[src/design/csp_pkg.sv]
// Purpose: shared constants and types for the codec serial port block
// Assumes: APB register window of 32-bit words, byte addressed
// Notes: the shift clock is sampled, never used as a clock
package csp_pkg;

    localparam int unsigned APB_AW = 8;
    localparam int unsigned APB_DW = 32;

    // register byte offsets
    localparam logic [7:0] REG_CTRL = 8'h00;
    localparam logic [7:0] REG_TXWORD = 8'h04;
    localparam logic [7:0] REG_RXWORD = 8'h08;
    localparam logic [7:0] REG_CTLWORD = 8'h0C;
    localparam logic [7:0] REG_STATUS = 8'h10;
    localparam logic [7:0] REG_MASK = 8'h14;
    localparam logic [7:0] REG_STATE = 8'h18;

    // serial framing
    localparam int unsigned WORD_BITS = 16;
    localparam int unsigned BYTE_BITS = 8;
    localparam int unsigned CNT_W = 4;
    localparam logic [CNT_W-1:0] CNT_ZERO = 4'h0;
    localparam logic [CNT_W-1:0] CNT_ONE = 4'h1;
    localparam logic [CNT_W-1:0] LAST_WORD_BIT = 4'hF;
    localparam logic [CNT_W-1:0] LAST_BYTE_BIT = 4'h7;
    localparam logic [CNT_W-1:0] SECOND_BYTE_BIT = 4'h8;
    localparam logic [1:0] SEC_REQ_CODE = 2'h3;

    // control word (received serially) field positions
    localparam int unsigned CTLW_INSEL_BIT = 4;
    localparam int unsigned CTLW_BIT_TEN = 10;
    localparam int unsigned CTLW_BIT_ELEVEN = 11;
    localparam logic [WORD_BITS-1:0] CTLW_RESET = 16'h0000;
    localparam logic [WORD_BITS-1:0] TXWORD_RESET = 16'h0000;

    // software control register
    localparam int unsigned CTRL_RUN_BIT = 0;

    // interrupt status / mask layout
    localparam int unsigned IRQ_BITS = 2;
    localparam int unsigned IRQ_WORD_BIT = 0;
    localparam int unsigned IRQ_CTRL_BIT = 1;
    localparam logic [IRQ_BITS-1:0] IRQ_RESET = 2'h0;

    typedef enum logic [1:0] {
        CSP_IDLE,
        CSP_XFER,
        CSP_HOLD
    } csp_state_t;

endpackage

[src/design/csp_port.sv]
// Purpose: codec serial port pin logic with APB register access
// Assumes: shift clock and all pins are asynchronous to pclk
// Notes: the device frames transfers; the partner follows the frame syncs
//
// Function
// - host shifts sample and control bits in, each bit timed by shift clock.
// - device shifts sample bits out, each bit timed by shift clock.
// - dual-word mode drives control bit ten onto its output pin.
// - reset clears control bit ten, so its pin starts low.
// - bit ten pin follows the bit at once, no frame delay.
// - word mode pulses inbound done strobe low after all 16 bits.
// - byte mode holds inbound strobe low from first byte to second byte.
// - dual-word mode forwards aux data pin to output line, framed by aux sync.
// - dual-word mode enables aux sync and control pins, disables strobes.
// - strap to positive supply selects word/byte mode with strobes active.
// - word/byte mode reads the shared pin as word or byte select.
// - input-select bit one picks aux analog inputs, zero the primary ones.
// - aux frame sync stays low exactly 16 shift clock periods.
// - aux sync high in primary frames, equals inbound sync in secondary.
// - dual-word mode drives bit eleven on second pin, reset clear, immediate.
`timescale 1ns/1ps
`default_nettype none
module csp_port
    import csp_pkg::*;
(
    input wire logic pclk,
    input wire logic presetn,
    input wire logic psel,
    input wire logic penable,
    input wire logic pwrite,
    input wire logic [csp_pkg::APB_AW-1:0] paddr,
    input wire logic [csp_pkg::APB_DW-1:0] pwdata,
    output logic [csp_pkg::APB_DW-1:0] prdata,
    output logic pready,
    output logic pslverr,
    output logic irq,
    input wire logic shift_clk,
    input wire logic serial_in_line,
    output logic serial_out_line,
    output logic inbound_frame_sync,
    output logic outbound_frame_sync,
    input wire logic aux_serial_data_pin,
    input wire logic wordbyte_strap,
    input wire logic aux_frame_sync_i,
    output logic aux_frame_sync_o,
    output logic aux_frame_sync_oe,
    output logic ctrl_bit10_pin,
    output logic ctrl_bit11_pin,
    output logic inbound_done_strobe,
    output logic outbound_done_strobe,
    output logic aux_input_sel
);
    import csp_pkg::*;

    ////////////////////////////////////////////////////////////////////////
    // pin synchronisers and shift clock edges
    logic [4:0] pin_raw, pin_q;
    logic sclk_q, sin_q, aux_q, strap_q, wsel_q;
    logic sclk_d_ff, sclk_rise, sclk_fall, dual_mode;
    assign pin_raw = {shift_clk, serial_in_line, aux_serial_data_pin,
                      wordbyte_strap, aux_frame_sync_i};
    csp_sync #(.W(5)) u_sync (
        .pclk(pclk),
        .presetn(presetn),
        .d(pin_raw),
        .q(pin_q)
    );
    assign {sclk_q, sin_q, aux_q, strap_q, wsel_q} = pin_q;
    assign sclk_rise = sclk_q & ~sclk_d_ff;
    assign sclk_fall = ~sclk_q & sclk_d_ff;
    assign dual_mode = ~strap_q;
    always_ff @(posedge pclk or negedge presetn) begin
        if (!presetn) begin
            sclk_d_ff <= 1'b0;
        end else begin
            sclk_d_ff <= sclk_q;
        end
    end

    ////////////////////////////////////////////////////////////////////////
    // serial shifters
    csp_state_t state_ff, nxt_state;
    logic [CNT_W-1:0] cnt_ff, nxt_cnt, seg_last;
    logic fs_ff, nxt_fs, fsr_ff, nxt_fsr, fsd_ff, nxt_fsd;
    logic sec_ff, nxt_sec, byte_ff, nxt_byte, first_ff, nxt_first;
    logic mid_ff, nxt_mid, strobe_ff, nxt_strobe;
    logic sec_pend_ff, nxt_sec_pend, sout_ff, nxt_sout;
    logic pin10_ff, pin11_ff, insel_ff, oe_ff;
    logic [WORD_BITS-1:0] rx_word_ff, nxt_rx_word, ctlw_ff, nxt_ctlw;
    logic [WORD_BITS-1:0] rx_q, tx_q, tx_word_ff;
    logic tx_msb, tx_load, tx_shift, rx_shift, ev_word, ev_ctrl, run_ff;
    // inbound bits are taken on the falling shift clock edge
    assign rx_shift = sclk_fall & (state_ff == CSP_XFER);
    csp_shift #(.W(WORD_BITS)) u_rx (
        .pclk(pclk),
        .presetn(presetn),
        .load(1'b0),
        .load_val(TXWORD_RESET),
        .shift_en(rx_shift),
        .ser_in(sin_q),
        .par_q(rx_q),
        .msb()
    );
    csp_shift #(.W(WORD_BITS)) u_tx (
        .pclk(pclk),
        .presetn(presetn),
        .load(tx_load),
        .load_val(tx_word_ff),
        .shift_en(tx_shift),
        .ser_in(1'b0),
        .par_q(tx_q),
        .msb(tx_msb)
    );

    ////////////////////////////////////////////////////////////////////////
    // frame sequencer: steps on rising shift clock edges; forwarded aux data follows its pin every pclk
    assign seg_last = (byte_ff & first_ff) ? LAST_BYTE_BIT : LAST_WORD_BIT;
    always_comb begin
        nxt_state = state_ff;
        nxt_cnt = cnt_ff;
        nxt_fs = fs_ff;
        nxt_sec = sec_ff;
        nxt_byte = byte_ff;
        nxt_first = first_ff;
        nxt_mid = mid_ff;
        nxt_strobe = strobe_ff;
        nxt_sec_pend = sec_pend_ff;
        nxt_rx_word = rx_word_ff;
        nxt_ctlw = ctlw_ff;
        tx_load = 1'b0;
        tx_shift = 1'b0;
        ev_word = 1'b0;
        ev_ctrl = 1'b0;
        if (sclk_rise) begin
            unique case (state_ff)
                CSP_IDLE: begin
                    if (run_ff) begin
                        nxt_state = CSP_XFER;
                        nxt_fs = 1'b0;
                        nxt_cnt = CNT_ZERO;
                        nxt_sec = sec_pend_ff;
                        nxt_sec_pend = 1'b0;
                        // width select is ignored in dual-word mode
                        nxt_byte = ~dual_mode & ~wsel_q;
                        nxt_first = 1'b1;
                        tx_load = 1'b1;
                    end
                end
                CSP_XFER: begin
                    if (cnt_ff == seg_last) begin
                        nxt_fs = 1'b1;
                        nxt_state = CSP_HOLD;
                        if (byte_ff & first_ff) begin
                            nxt_first = 1'b0;
                            nxt_mid = 1'b1;
                            nxt_strobe = 1'b0;
                        end else begin
                            nxt_mid = 1'b0;
                            // byte mode: release; word mode: start pulse
                            nxt_strobe = byte_ff | dual_mode;
                            if (sec_ff) begin
                                nxt_ctlw = rx_q;
                                ev_ctrl = 1'b1;
                            end else begin
                                nxt_rx_word = rx_q;
                                nxt_sec_pend = rx_q[1:0] == SEC_REQ_CODE;
                                ev_word = 1'b1;
                            end
                        end
                    end else begin
                        nxt_cnt = cnt_ff + CNT_ONE;
                        tx_shift = 1'b1;
                    end
                end
                CSP_HOLD: begin
                    if (mid_ff) begin
                        // second byte follows one shift period later
                        nxt_state = CSP_XFER;
                        nxt_fs = 1'b0;
                        nxt_cnt = SECOND_BYTE_BIT;
                        nxt_mid = 1'b0;
                        tx_shift = 1'b1;
                    end else begin
                        nxt_state = CSP_IDLE;
                        nxt_strobe = 1'b1;
                    end
                end
            endcase
        end
    end
    always_comb begin
        // secondary frames use the inbound sync only; outbound stays high
        nxt_fsr = nxt_sec | nxt_fs;
        nxt_fsd = (dual_mode & nxt_sec) ? nxt_fs : 1'b1;
        nxt_sout = 1'b0;
        if (state_ff == CSP_XFER) begin
            if (sec_ff) begin
                nxt_sout = dual_mode & aux_q;
            end else begin
                nxt_sout = tx_msb;
            end
        end
    end
    always_ff @(posedge pclk or negedge presetn) begin
        if (!presetn) begin
            state_ff <= CSP_IDLE;
            cnt_ff <= CNT_ZERO;
            fs_ff <= 1'b1;
            fsr_ff <= 1'b1;
            fsd_ff <= 1'b1;
            sec_ff <= 1'b0;
            byte_ff <= 1'b0;
            first_ff <= 1'b0;
            mid_ff <= 1'b0;
            strobe_ff <= 1'b1;
            sec_pend_ff <= 1'b0;
            sout_ff <= 1'b0;
            rx_word_ff <= TXWORD_RESET;
            ctlw_ff <= CTLW_RESET;
            pin10_ff <= 1'b0;
            pin11_ff <= 1'b0;
            insel_ff <= 1'b0;
            oe_ff <= 1'b0;
        end else begin
            state_ff <= nxt_state;
            cnt_ff <= nxt_cnt;
            fs_ff <= nxt_fs;
            fsr_ff <= nxt_fsr;
            fsd_ff <= nxt_fsd;
            sec_ff <= nxt_sec;
            byte_ff <= nxt_byte;
            first_ff <= nxt_first;
            mid_ff <= nxt_mid;
            strobe_ff <= nxt_strobe;
            sec_pend_ff <= nxt_sec_pend;
            sout_ff <= nxt_sout;
            rx_word_ff <= nxt_rx_word;
            ctlw_ff <= nxt_ctlw;
            // pins follow the new word in the same cycle it is stored
            pin10_ff <= dual_mode & nxt_ctlw[CTLW_BIT_TEN];
            pin11_ff <= dual_mode & nxt_ctlw[CTLW_BIT_ELEVEN];
            insel_ff <= nxt_ctlw[CTLW_INSEL_BIT];
            oe_ff <= dual_mode;
        end
    end

    ////////////////////////////////////////////////////////////////////////
    // APB slave, registers and interrupt
    logic [IRQ_BITS-1:0] status_ff, nxt_status, mask_ff, nxt_mask;
    logic [IRQ_BITS-1:0] events, w1c;
    logic [APB_DW-1:0] prdata_ff, nxt_prdata;
    logic pready_ff, pslverr_ff, nxt_pslverr, irq_ff, nxt_run, setup, wr_en;
    logic [WORD_BITS-1:0] nxt_tx_word;
    assign setup = psel & ~penable;
    assign wr_en = psel & penable & pready_ff & pwrite;
    always_comb begin
        events = '0;
        events[IRQ_WORD_BIT] = ev_word;
        events[IRQ_CTRL_BIT] = ev_ctrl;
        w1c = '0;
        nxt_run = run_ff;
        nxt_tx_word = tx_word_ff;
        nxt_mask = mask_ff;
        if (wr_en) begin
            unique case (paddr)
                REG_CTRL: nxt_run = pwdata[CTRL_RUN_BIT];
                REG_TXWORD: nxt_tx_word = pwdata[WORD_BITS-1:0];
                REG_STATUS: w1c = pwdata[IRQ_BITS-1:0];
                REG_MASK: nxt_mask = pwdata[IRQ_BITS-1:0];
                default: ;
            endcase
        end
        // an event in the clearing cycle survives the clear
        nxt_status = (status_ff & ~w1c) | events;
    end
    always_comb begin
        nxt_prdata = prdata_ff;
        nxt_pslverr = 1'b0; // error stands in the access cycle only
        if (setup) begin
            nxt_prdata = '0;
            nxt_pslverr = 1'b0;
            unique case (paddr)
                REG_CTRL: nxt_prdata[CTRL_RUN_BIT] = run_ff;
                REG_TXWORD: nxt_prdata[WORD_BITS-1:0] = tx_word_ff;
                REG_RXWORD: nxt_prdata[WORD_BITS-1:0] = rx_word_ff;
                REG_CTLWORD: nxt_prdata[WORD_BITS-1:0] = ctlw_ff;
                REG_STATUS: nxt_prdata[IRQ_BITS-1:0] = status_ff;
                REG_MASK: nxt_prdata[IRQ_BITS-1:0] = mask_ff;
                REG_STATE: nxt_prdata[5:0] = {dual_mode, byte_ff,
                    sec_pend_ff, sec_ff, state_ff};
                default: nxt_pslverr = 1'b1;
            endcase
        end
    end

    always_ff @(posedge pclk or negedge presetn) begin
        if (!presetn) begin
            run_ff <= 1'b0;
            tx_word_ff <= TXWORD_RESET;
            status_ff <= IRQ_RESET;
            mask_ff <= IRQ_RESET;
            prdata_ff <= '0;
            pready_ff <= 1'b0;
            pslverr_ff <= 1'b0;
            irq_ff <= 1'b0;
        end else begin
            run_ff <= nxt_run;
            tx_word_ff <= nxt_tx_word;
            status_ff <= nxt_status;
            mask_ff <= nxt_mask;
            prdata_ff <= nxt_prdata;
            // ready rises for the access cycle only: no wait states
            pready_ff <= setup;
            pslverr_ff <= nxt_pslverr;
            irq_ff <= |(nxt_status & nxt_mask);
        end
    end

    ////////////////////////////////////////////////////////////////////////
    // outputs
    assign prdata = prdata_ff;
    assign pready = pready_ff;
    assign pslverr = pslverr_ff;
    assign irq = irq_ff;
    assign serial_out_line = sout_ff;
    assign inbound_frame_sync = fs_ff;
    assign outbound_frame_sync = fsr_ff;
    assign aux_frame_sync_o = fsd_ff;
    // aux sync pin is an output only in dual-word mode
    assign aux_frame_sync_oe = oe_ff;
    assign ctrl_bit10_pin = pin10_ff;
    assign ctrl_bit11_pin = pin11_ff;
    assign inbound_done_strobe = strobe_ff;
    assign outbound_done_strobe = strobe_ff;
    assign aux_input_sel = insel_ff;
endmodule
`default_nettype wire

[src/design/csp_sync.sv]
// Purpose: two flip-flop synchroniser for pin inputs
// Assumes: inputs are asynchronous to pclk
// Notes: only the second stage leaves the module
`timescale 1ns/1ps
`default_nettype none
module csp_sync #(
    parameter int unsigned W = 1
) (
    input wire logic pclk,
    input wire logic presetn,
    input wire logic [W-1:0] d,
    output logic [W-1:0] q
);

    logic [W-1:0] meta_ff;
    logic [W-1:0] q_ff;

    initial begin
        if (W < 1) begin
            $error("csp_sync: W must be at least 1");
        end
    end

    always_ff @(posedge pclk or negedge presetn) begin
        if (!presetn) begin
            meta_ff <= '0;
            q_ff <= '0;
        end else begin
            meta_ff <= d;
            q_ff <= meta_ff;
        end
    end

    assign q = q_ff;

endmodule
`default_nettype wire

[src/design/csp_shift.sv]
// Purpose: parallel-load shift register, msb first
// Assumes: load has priority over shift
// Notes: shared by the inbound and outbound serial paths
`timescale 1ns/1ps
`default_nettype none
module csp_shift #(
    parameter int unsigned W = 16
) (
    input wire logic pclk,
    input wire logic presetn,
    input wire logic load,
    input wire logic [W-1:0] load_val,
    input wire logic shift_en,
    input wire logic ser_in,
    output logic [W-1:0] par_q,
    output logic msb
);

    logic [W-1:0] sh_ff;
    logic [W-1:0] nxt_sh;

    initial begin
        if (W < 2) begin
            $error("csp_shift: W must be at least 2");
        end
    end

    always_comb begin
        nxt_sh = sh_ff;
        if (load) begin
            nxt_sh = load_val;
        end else if (shift_en) begin
            nxt_sh = {sh_ff[W-2:0], ser_in};
        end
    end

    always_ff @(posedge pclk or negedge presetn) begin
        if (!presetn) begin
            sh_ff <= '0;
        end else begin
            sh_ff <= nxt_sh;
        end
    end

    assign par_q = sh_ff;
    assign msb = sh_ff[W-1];

endmodule
`default_nettype wire

[config.mk]
export PLATFORM = sky130hd
export DESIGN_NAME = csp_port
export DESIGN_NICKNAME = d
export VERILOG_FILES = /design/src/design/csp_pkg.sv /design/src/design/csp_port.sv /design/src/design/csp_sync.sv /design/src/design/csp_shift.sv
export SDC_FILE = /design/constraint.sdc
export NUM_CORES = 1
export LEC_CHECK = 0
export BUFFER_PORTS_ARGS = -buffer_cell sky130_fd_sc_hd__buf_2
export CAP_MARGIN = 20
export CORE_MARGIN = 2
export CORE_UTILIZATION = 51
export DETAILED_ROUTE_END_ITERATION = 6
export PLACE_DENSITY = 0.84
export SLEW_MARGIN = 20
export SYNTH_ARGS = -nofsm -noshare
export SYNTH_HDL_FRONTEND = slang
export SYNTH_SLANG_ARGS = --single-unit
export TNS_END_PERCENT = 10
[constraint.sdc]
create_clock -name pclk -period 2.1 [get_ports pclk]
set_input_delay 0.21 -clock pclk [delete_from_list [all_inputs] [get_ports pclk]]
set_output_delay 0.21 -clock pclk [all_outputs]
set_load 0.02 [all_outputs]
; ---- Yosys cells after proc, flatten, opt, wreduce, memory -nomap -nowiden
; Cells that the tools add are included.
[totals]
mem_bits_rw = 0
in_bits = 50
romBits = 0
word_cells = 165
memories = 0
out_inout_bits = 45
regBits = 135
latch_bits = 0
[classes]
shifts = 0
reduce_logical = 18
mul = 0
magnitude_cmp = 0
n_addsub = 1
div = 0
bitwise = 26
eq_ne = 18
n_mux = 70
[ops]
columns = cell, n
row1 = 12-bit two-way mux, 5
row2 = 1-bit two-way mux, 41
row3 = 16-bit two-way mux, 2
row4 = 10-bit case mux with 3 select lines, 1
row5 = 8-bit by 5-bit equality test with 1-bit output (second input constant), 3
row6 = 8-bit by 4-bit equality test with 1-bit output (second input constant), 2
row7 = 4-bit two-way mux, 4
row8 = 4-bit case mux with 4 select lines, 1
row9 = 5-bit AND reduction, 3
row10 = 1-bit AND, 13
row11 = 2-bit two-way mux, 6
row12 = 2-bit inequality test (second input constant), 6
row13 = 4-bit case mux with 3 select lines, 1
row14 = 1-bit case mux with 2 select lines, 5
row15 = 3-bit AND reduction, 3
row16 = 8-bit by 3-bit equality test with 1-bit output (second input constant), 1
row17 = 8-bit logical NOT, 1
row18 = 4-bit AND reduction, 2
row19 = 1-bit NOT, 7
row20 = 1-bit case mux with 7 select lines, 1
row21 = 7-bit OR reduction, 1
row22 = 1-bit case mux with 6 select lines, 1
row23 = 2-bit case mux with 3 select lines, 1
row24 = 6-bit AND reduction, 1
row25 = other kinds (14), 21

; ---- Logic depth before layout (Yosys ltp)
; Gate-level depths: netlist (run 1).
[logic_depth]
ltp_word = 9
ltp_mapped = 8
mapped_depth_nobuf = 6

; ---- Modules after synthesis
; Synthesis (run 1) repeated with hierarchy kept, for this count alone.
[unflattened]
cells_unflattened = 525
area_unflattened_um2 = 6273.5
[by_module_without_submodules]
columns = module, seq_area_each_um2, n_inst, area_each_um2, cells_per_inst
row1 = csp_port, 2307.2, 1, 4519.3, 375
row2 = csp_shift, 400.4, 2, 752.0, 70
row3 = csp_sync, 250.2, 1, 250.2, 10

; ---- Least setup slack after synthesis (run 1)
; No wires, ideal clock.
[synth_path]
kind = reg-to-reg
startpoint = reg state_ff[1]
endpoint = reg ctlw_ff[12]
path_slack_ns = -0.020
t_required_ns = 1.975
stages_incl_launch_ff = 8
setup_ns = 0.125
period_less_slack_ns = 2.120
t_arrival_ns = 1.996
path_buffers = 2
cell_sequence = dfrtp_1 -> inv_1 -> ha_1 -> buf_2 -> nand4b_1 -> nor4b_4 -> buf_4 -> mux2_2
[synth_between]
elab_chain_len = 2
[synth_rtl]
columns = element, line
row1 = from (decl), csp_port.sv:82  ; csp_state_t state_ff, nxt_state;
row2 = from (signal assigned), csp_port.sv:225  ; state_ff <= nxt_state;
row3 = 2-bit by 1-bit equality test with 1-bit output, csp_port.sv:135  ; unique case (state_ff)
row4 = 5-bit AND reduction (no source line), --
row5 = to (signal assigned), csp_port.sv:238  ; ctlw_ff <= nxt_ctlw;
row6 = to (decl), csp_port.sv:89  ; logic [WORD_BITS-1:0] rx_word_ff, nxt_rx_word, ctlw_ff, nxt_ctlw;
; No other way between the ends.
; A chain may end at the register's enable or synchronous reset.

; ---- Worst setup path in the final report (run 1)
[layout_path]
startpoint = reg cnt_ff[0]
endpoint = reg ctlw_ff[2]
[layout_between]
elab_chain_len = 2
[layout_rtl]
columns = element, line
row1 = from (decl), csp_port.sv:83  ; logic [CNT_W-1:0] cnt_ff, nxt_cnt, seg_last;
row2 = from (signal assigned), csp_port.sv:226  ; cnt_ff <= nxt_cnt;
row3 = 4-bit equality test, csp_port.sv:150  ; if (cnt_ff == seg_last) begin
row4 = 5-bit AND reduction (no source line), --
; No other way between the ends.

==> results of run 1 <==
-- power breakdown --
part / internal, W / total, W / switching, W
Sequential: 0.00268 / 0.00277 / 0.0000883
Clock: 0.00203 / 0.00317 / 0.00115
Combinational: 0.000352 / 0.000889 / 0.000537
Total: 0.00505 / 0.00683 / 0.00177
-- worst paths after layout --
path | startpoint | endpoint | cells past startpoint
worst min-delay path | pwdata[13] | tx_word_ff[13] | 2
worst min register to register | u_sync.meta_ff[2] | u_sync.q[2] | 0
max in group asynchronous | presetn | inbound_frame_sync | 3
worst max-delay path | cnt_ff[0] | ctlw_ff[2] | 7
worst max register to register | cnt_ff[0] | ctlw_ff[2] | 7
min in group asynchronous | presetn | u_sync.meta_ff[0] | 2
-- cells by family after synthesis --
logic type,synth area share [%]
compound gates,9.90
buf+inv,4.66
simple gates,8.75
other cells,0.0613
mux,20.7
fa+ha+maj,1.02
flops,54.9
-- layout by cell type, fill, tap and decap left out, types with 10 or more instances in the layout --
cell type / Yosys / layout
dfrtp_1: 130 / 130
o2bb2ai_1: 11 / 11
conb_1: 1 / 16
a22o_1: 11 / 11
mux2_2: 102 / 102
mux2i_1: 12 / 12
o21ai_0: 17 / 17
nor2_1: 13 / 13
clkbuf_16: 0 / 17
inv_1: 14 / 13
nand3_1: 10 / 10
nand2_1: 14 / 14
buf_2: 3 / 61
buf_4: 21 / 28
-- sequential cells by signal (all words and copies together), names as in the netlist, 2 cells and up --
name,cells
cnt_ff,4
state_ff,2
u_sync.q,5
u_sync.meta_ff,5
tx_word_ff,16
mask_ff,2
u_tx.par_q,16
u_rx.par_q,16
prdata,16
ctlw_ff,16
status_ff,2
rx_word_ff,16
-- cell type report --
type                       instances  area, um^2  share of cell area, %
sequential                       134        3360                   44.9
multi-input combinational        301        2560                   34.2
timing repair buffer             101         687                   9.18
clock buffer                      18         439                   5.87
clock inverter                    14         200                   2.68
tap                              147         184                   2.46
inverter                          15        56.3                  0.753
-- metal layers --
layer  GRT usage (%)  vias up
met5               0        -
li1                -     1915
met4            9.51        0
met3            6.32       24
met1            30.8     2184
met2            36.0      180
-- metrics by stage --
| step | worst slack, ns | util (%) | hold slack, ns | instances | cell area, um^2 |
|---|---|---|---|---|---|
| 4_1_cts | 0.00271 | 62.7 | 0.00942 | 727 | 7430 |
| 5_1_grt | 0.0125 | 63.1 | 0.00793 | 730 | 7480 |
| 6_report | 0.0763 | 63.1 | 0.0180 | 730 | 7480 |
| 2_1_floorplan | -0.0203 | - | -0.0856 | 487 | 6180 |
| 3_5_place_dp | 0.0426 | 56.8 | 0.148 | 689 | 6730 |
| 3_3_place_gp | 0.0972 | 56.8 | 0.142 | 689 | 6730 |
-- what timing repair did --
action	CTS	global route
endpoints found under the setup margin	9	35
setup buffers	0	3
gates resized for setup	1	6
pin swaps	0	1
hold buffers	6	0
endpoints found under the hold margin	32	0
==> results.yml, run 1 <==
power:
  leakagePower_nw: 3.66
  p_per_area_nw_per_um2: 912
  p_total_w: 0.00683
  ir_drop_mv: 0.571
critical_path:
  critPathMostFrequentCell: "buf_4"
  cp.required_ns: 2.40
  critical-path-top-delay-family: "buffers and inverters"
  max_stage_delay_ns: 0.40
  crit_path_end_kind: "flop"
  rrSetupSlack_ns: 0.08
  cp_cell_sequence: "ha_2 -> nand2_1 -> buf_4 -> nor4b_4 -> buf_6 -> buf_4 -> mux2_2"
  critPathSlowestCell: "dfrtp_1"
  worstPathMaxFanout: 7
  worst-path-buf-inv: 3
  arrival_ns: 2.32
  start_kind: "flop"
  criticalPathCategory: "flop to flop"
timing:
  period_share_pct: 96.4
  max_slew.worst_pin.slew_ns: 0.795
  layout_min_cycle_time_ns: 2.02
  setup_tns_ns: 0
  fmax_mhz: 494
  max_slew_margin_pct: 46.5
  fin_skew_ns: 0.00898
  drv_slew: 0
  rsz0062_at_grt: "false"
  setup_violations: 0
  finalHoldViolCount: 0
global_route:
  grt_usage_pct: 23.1
  antenna_found_initial: 0
  overflow: 0
  grt_pass1_wl_mm: 22.6
  grt_pass1_vias: 4382
  grt_max_degree: 77
detailed_routing:
  wl_per_cell_um: 19.5
  remaining_drc_errors: 0
  drt_first_pass_iters: 5
  dr.max_layer_used: "met4"
  drt-initial-drc-count: 299
  wl_mm: 14.2
  viasPerCell: 5.89
  num_vias: 4303
  dr_wl_met2_mm: 6.90
  wl_met1_mm: 6.13
  ant_nets: 0
  dr_wl_met3_um: 898
cells_and_area:
  area_growth_pct: 22.3
  fill_cells: 860
  fin_nets: 625
  drive_gt1_share_pct: 42.5
  n_antenna_cell: 0
die:
  die_area_um2: 12900
  fp-row-count: 40
  start_util_pct: 51.6
  pin_count: 95
  die_w_um: 114
  core_um2: 11900
  die_h_um: 114
clocking:
  cts.clk_slew.worst_paths_ns: 0.06
  cts_max_path_buffers: 2
  insertion_delay_ns: 0.42
  tritoncts: "yes"
  cts.sink_count: 134
  htree_num_levels: 4
  cts_buffers: 17
  cts_root_buf: "clkbuf_16"
logic_synthesis:
  avgSynthCellArea_um2: 13.0
  netlist-cell-type-count: 57
  async_reset_ff_share_pct: 100
  synth_area_leaders: "dfrtp_1 (53%), mux2_2 (19%), buf_4 (2.6%)"
  synth_top_area_share_pct: 53.2
  synth.most_common_cell: "dfrtp_1"
  synth_cells: 472
  synth_warnings: 0
  ys_seq_area_share_pct: 54.9
  synth_top_cell_by_area: "dfrtp_1"
  netlist_top_cells_count: "dfrtp_1 (130), mux2_2 (102), buf_4 (21)"
  synth_seq_cells: 134
  synth-edff-count: 0
  syn_area_um2: 6120
  synthFlopType: "dfrtp_1"
place:
  port_buffers: 62
  dpl.hpwl_mm: 9.58
  gp_congestion: 0.894
flow_run:
  cap_violations: 0
run_status:
  status: "complete, no violations"
min_path:
  hold_class: "input pin to flop"
Note: power is estimated with default switching activity, not from simulation.
==> run 2: changes to the inputs <==
- ABC_AREA: unset -> 1
- clock period: 2.1 -> 1.66 ns (I/O delays scaled with it)
==> run 2 against run 1 <==
Net effect: core utilization grew 3.2 points; synthesized cell count rose by 53%; sequential power rose by 43%; global-route usage up 1.4 points; maximum frequency increased by 23%; first-iteration DRC count up 120%; cell area increased by 2.1%; critical path depth increased by 2; critical endpoint is now outbound_frame_sync.
==> results.yml, run 2 <==
clocking:
  insertion_delay_ns: 0.43
  cts_root_buf: "clkbuf_16"
  cts_buffers: 17
  tritoncts: "yes"
  cts.clk_slew.worst_paths_ns: 0.06
  cts.sink_count: 134
  cts_max_path_buffers: 2
  htree_num_levels: 4
flow_run:
  cap_violations: 0
logic_synthesis:
  synth_area_leaders: "dfrtp_1 (53%), nand2_1 (13%), o21ai_0 (6.9%)"
  synth_cells: 722
  avgSynthCellArea_um2: 8.44
  async_reset_ff_share_pct: 100
  synth_warnings: 0
  ys_seq_area_share_pct: 55.1
  synth.most_common_cell: "nand2_1"
  synth_top_area_share_pct: 53.4
  synth_top_cell_by_area: "dfrtp_1"
  synth-edff-count: 0
  synth_seq_cells: 134
  syn_area_um2: 6090
  netlist_top_cells_count: "nand2_1 (214), dfrtp_1 (130), o21ai_0 (84)"
  synthFlopType: "dfrtp_1"
  netlist-cell-type-count: 28
cells_and_area:
  final_common_cell: "nand2_1"
  layout_common_cells: "nand2_1 (210), dfrtp_1 (130), o21ai_0 (78)"
  fin_nets: 888
  area_growth_pct: 25.4
  finish.utilization_pct: 66.3
  drive_gt1_share_pct: 20.7
  fill_cells: 840
  n_antenna_cell: 0
  instances_no_fill: 989
global_route:
  antenna_found_initial: 0
  overflow: 0
  grt_max_degree: 63
  grt_pass1_vias: 5094
  grt_pass1_wl_mm: 24.3
  grt_usage_pct: 24.5
detailed_routing:
  num_vias: 5252
  ant_nets: 0
  wl_mm: 15.3
  viasPerCell: 5.31
  wl_per_cell_um: 15.5
  drt-initial-drc-count: 661
  remaining_drc_errors: 0
  drt_first_pass_iters: 5
critical_path:
  cp_cell_sequence: "inv_2 -> ha_4 -> inv_2 -> buf_4 -> nand2_1 -> nand4_1 -> nand2_1 -> nand2_1 -> or2_2"
  arrival_ns: 1.99
  critPathMostFrequentCell: "nand2_1"
  cp.required_ns: 2.00
  criticalPathCategory: "flop to flop"
  crit_cells: 9
  max_stage_delay_ns: 0.45
  crit_path_end_kind: "flop"
  start_kind: "flop"
  critical-path-top-delay-family: "simple AND/OR/NAND/NOR gates"
  worstPathMaxFanout: 3
  worst-path-buf-inv: 3
  critPathSlowestCell: "dfrtp_1"
  ff2ff_path_depth: 9
timing:
  max_slew_margin_pct: 66.3
  finalHoldViolCount: 0
  rsz0062_at_grt: "true"
  period_share_pct: 99.0
  fin_skew_ns: 0.00693
  fmax_mhz: 609
  setup_violations: 0
  max_slew.worst_pin.slew_ns: 0.504
  layout_min_cycle_time_ns: 1.64
  drv_slew: 0
die:
  die_w_um: 113
  die_area_um2: 12800
  core_um2: 11500
  die_h_um: 113
  pin_count: 95
  start_util_pct: 52.9
  fp-row-count: 39
power:
  leakagePower_nw: 3.90
  p_per_area_nw_per_um2: 1300
  ir_drop_mv: 0.666
place:
  gp_congestion: 0.971
  place_inst: 923
  port_buffers: 62
  dpl.hpwl_mm: 9.62
min_path:
  hold_path_depth: 3
  hold_class: "input pin to flop"
run_status:
  status: "complete, no violations"
[run 2: through the flow]
stage | hold slack, ns | setup WS [ns] | total power (W) | area, um^2 | setup TNS [ns]
detailed placement | 0.0771 | -0.0252 | 0.00595 | 6650 | -0.0326
CTS | 0.00650 | 0.00447 | 0.00941 | 7420 | 0
global route | 0.0314 | -0.0654 | 0.0104 | 7640 | -0.783
finish | 0.00786 | 0.0170 | 0.00992 | 7640 | 0
global placement | 0.0754 | 0.0388 | 0.00588 | 6650 | 0
floorplan | -0.130 | 0.0905 | 0.00529 | 6150 | 0
[run 2: report_power, final]
group | switching [W] | internal (W)
Sequential | 0.000272 | 0.00368
Combinational | 0.00144 | 0.00109
Clock | 0.00135 | 0.00208
[run 2: layer usage]
metal  vias up  track usage [%]  share of wire (%)
li1       2505                -                  -
met1      2490             31.8                 41
met2       201             37.9                 49
met3        56             6.96                5.9
met4         0             12.3                4.0
met5         -                0                  0
[run 2: what timing repair did]
action,in CTS,in global routing
hold buffers,20,0
setup endpoints to repair,8,52
gates cloned,0,1
pin swaps,1,9
hold endpoints to repair,91,0
resized for setup,0,29
buffers inserted,2,11
[run 2: final cells by class]
class | instances | area [um^2] | share of cell area [%]
repair buffers | 124 | 991 | 13.0
flip-flops and latches | 134 | 3360 | 44.0
multi-input cells | 485 | 2290 | 30.0
clock buffers | 22 | 494 | 6.47
inverters | 71 | 270 | 3.54
well taps | 143 | 179 | 2.34
clock inverters | 10 | 52.6 | 0.688
[run 2: final timing paths]
check,slack [ns],from,to
min reg2reg,0.35,u_sync.meta_ff[3],u_sync.q[3]
max reg2reg,0.02,state_ff[0],outbound_frame_sync
min,0.008,pwdata[6],tx_word_ff[6]
max,0.02,state_ff[0],outbound_frame_sync
max in group asynchronous,0.79,presetn,outbound_frame_sync
min in group asynchronous,0.20,presetn,ctlw_ff[0]
[run 2: logic make-up after synthesis]
group                    Yosys count  synth area share [%]
buffers and inverters            118                  9.35
flip-flops                       134                  55.1
adder cells (fa/ha/maj)            5                  1.03
other                              1                0.0616
AO/OA/AOI/OAI                    125                  10.7
AND/OR/NAND/NOR                  338                  23.6
XOR/XNOR                           1                 0.144
[run 2: tightest hold or removal path, cell delays in order]
cell and delay [ns]:
buf_2 0.08, nand2_1 0.06, o21ai_0 0.09
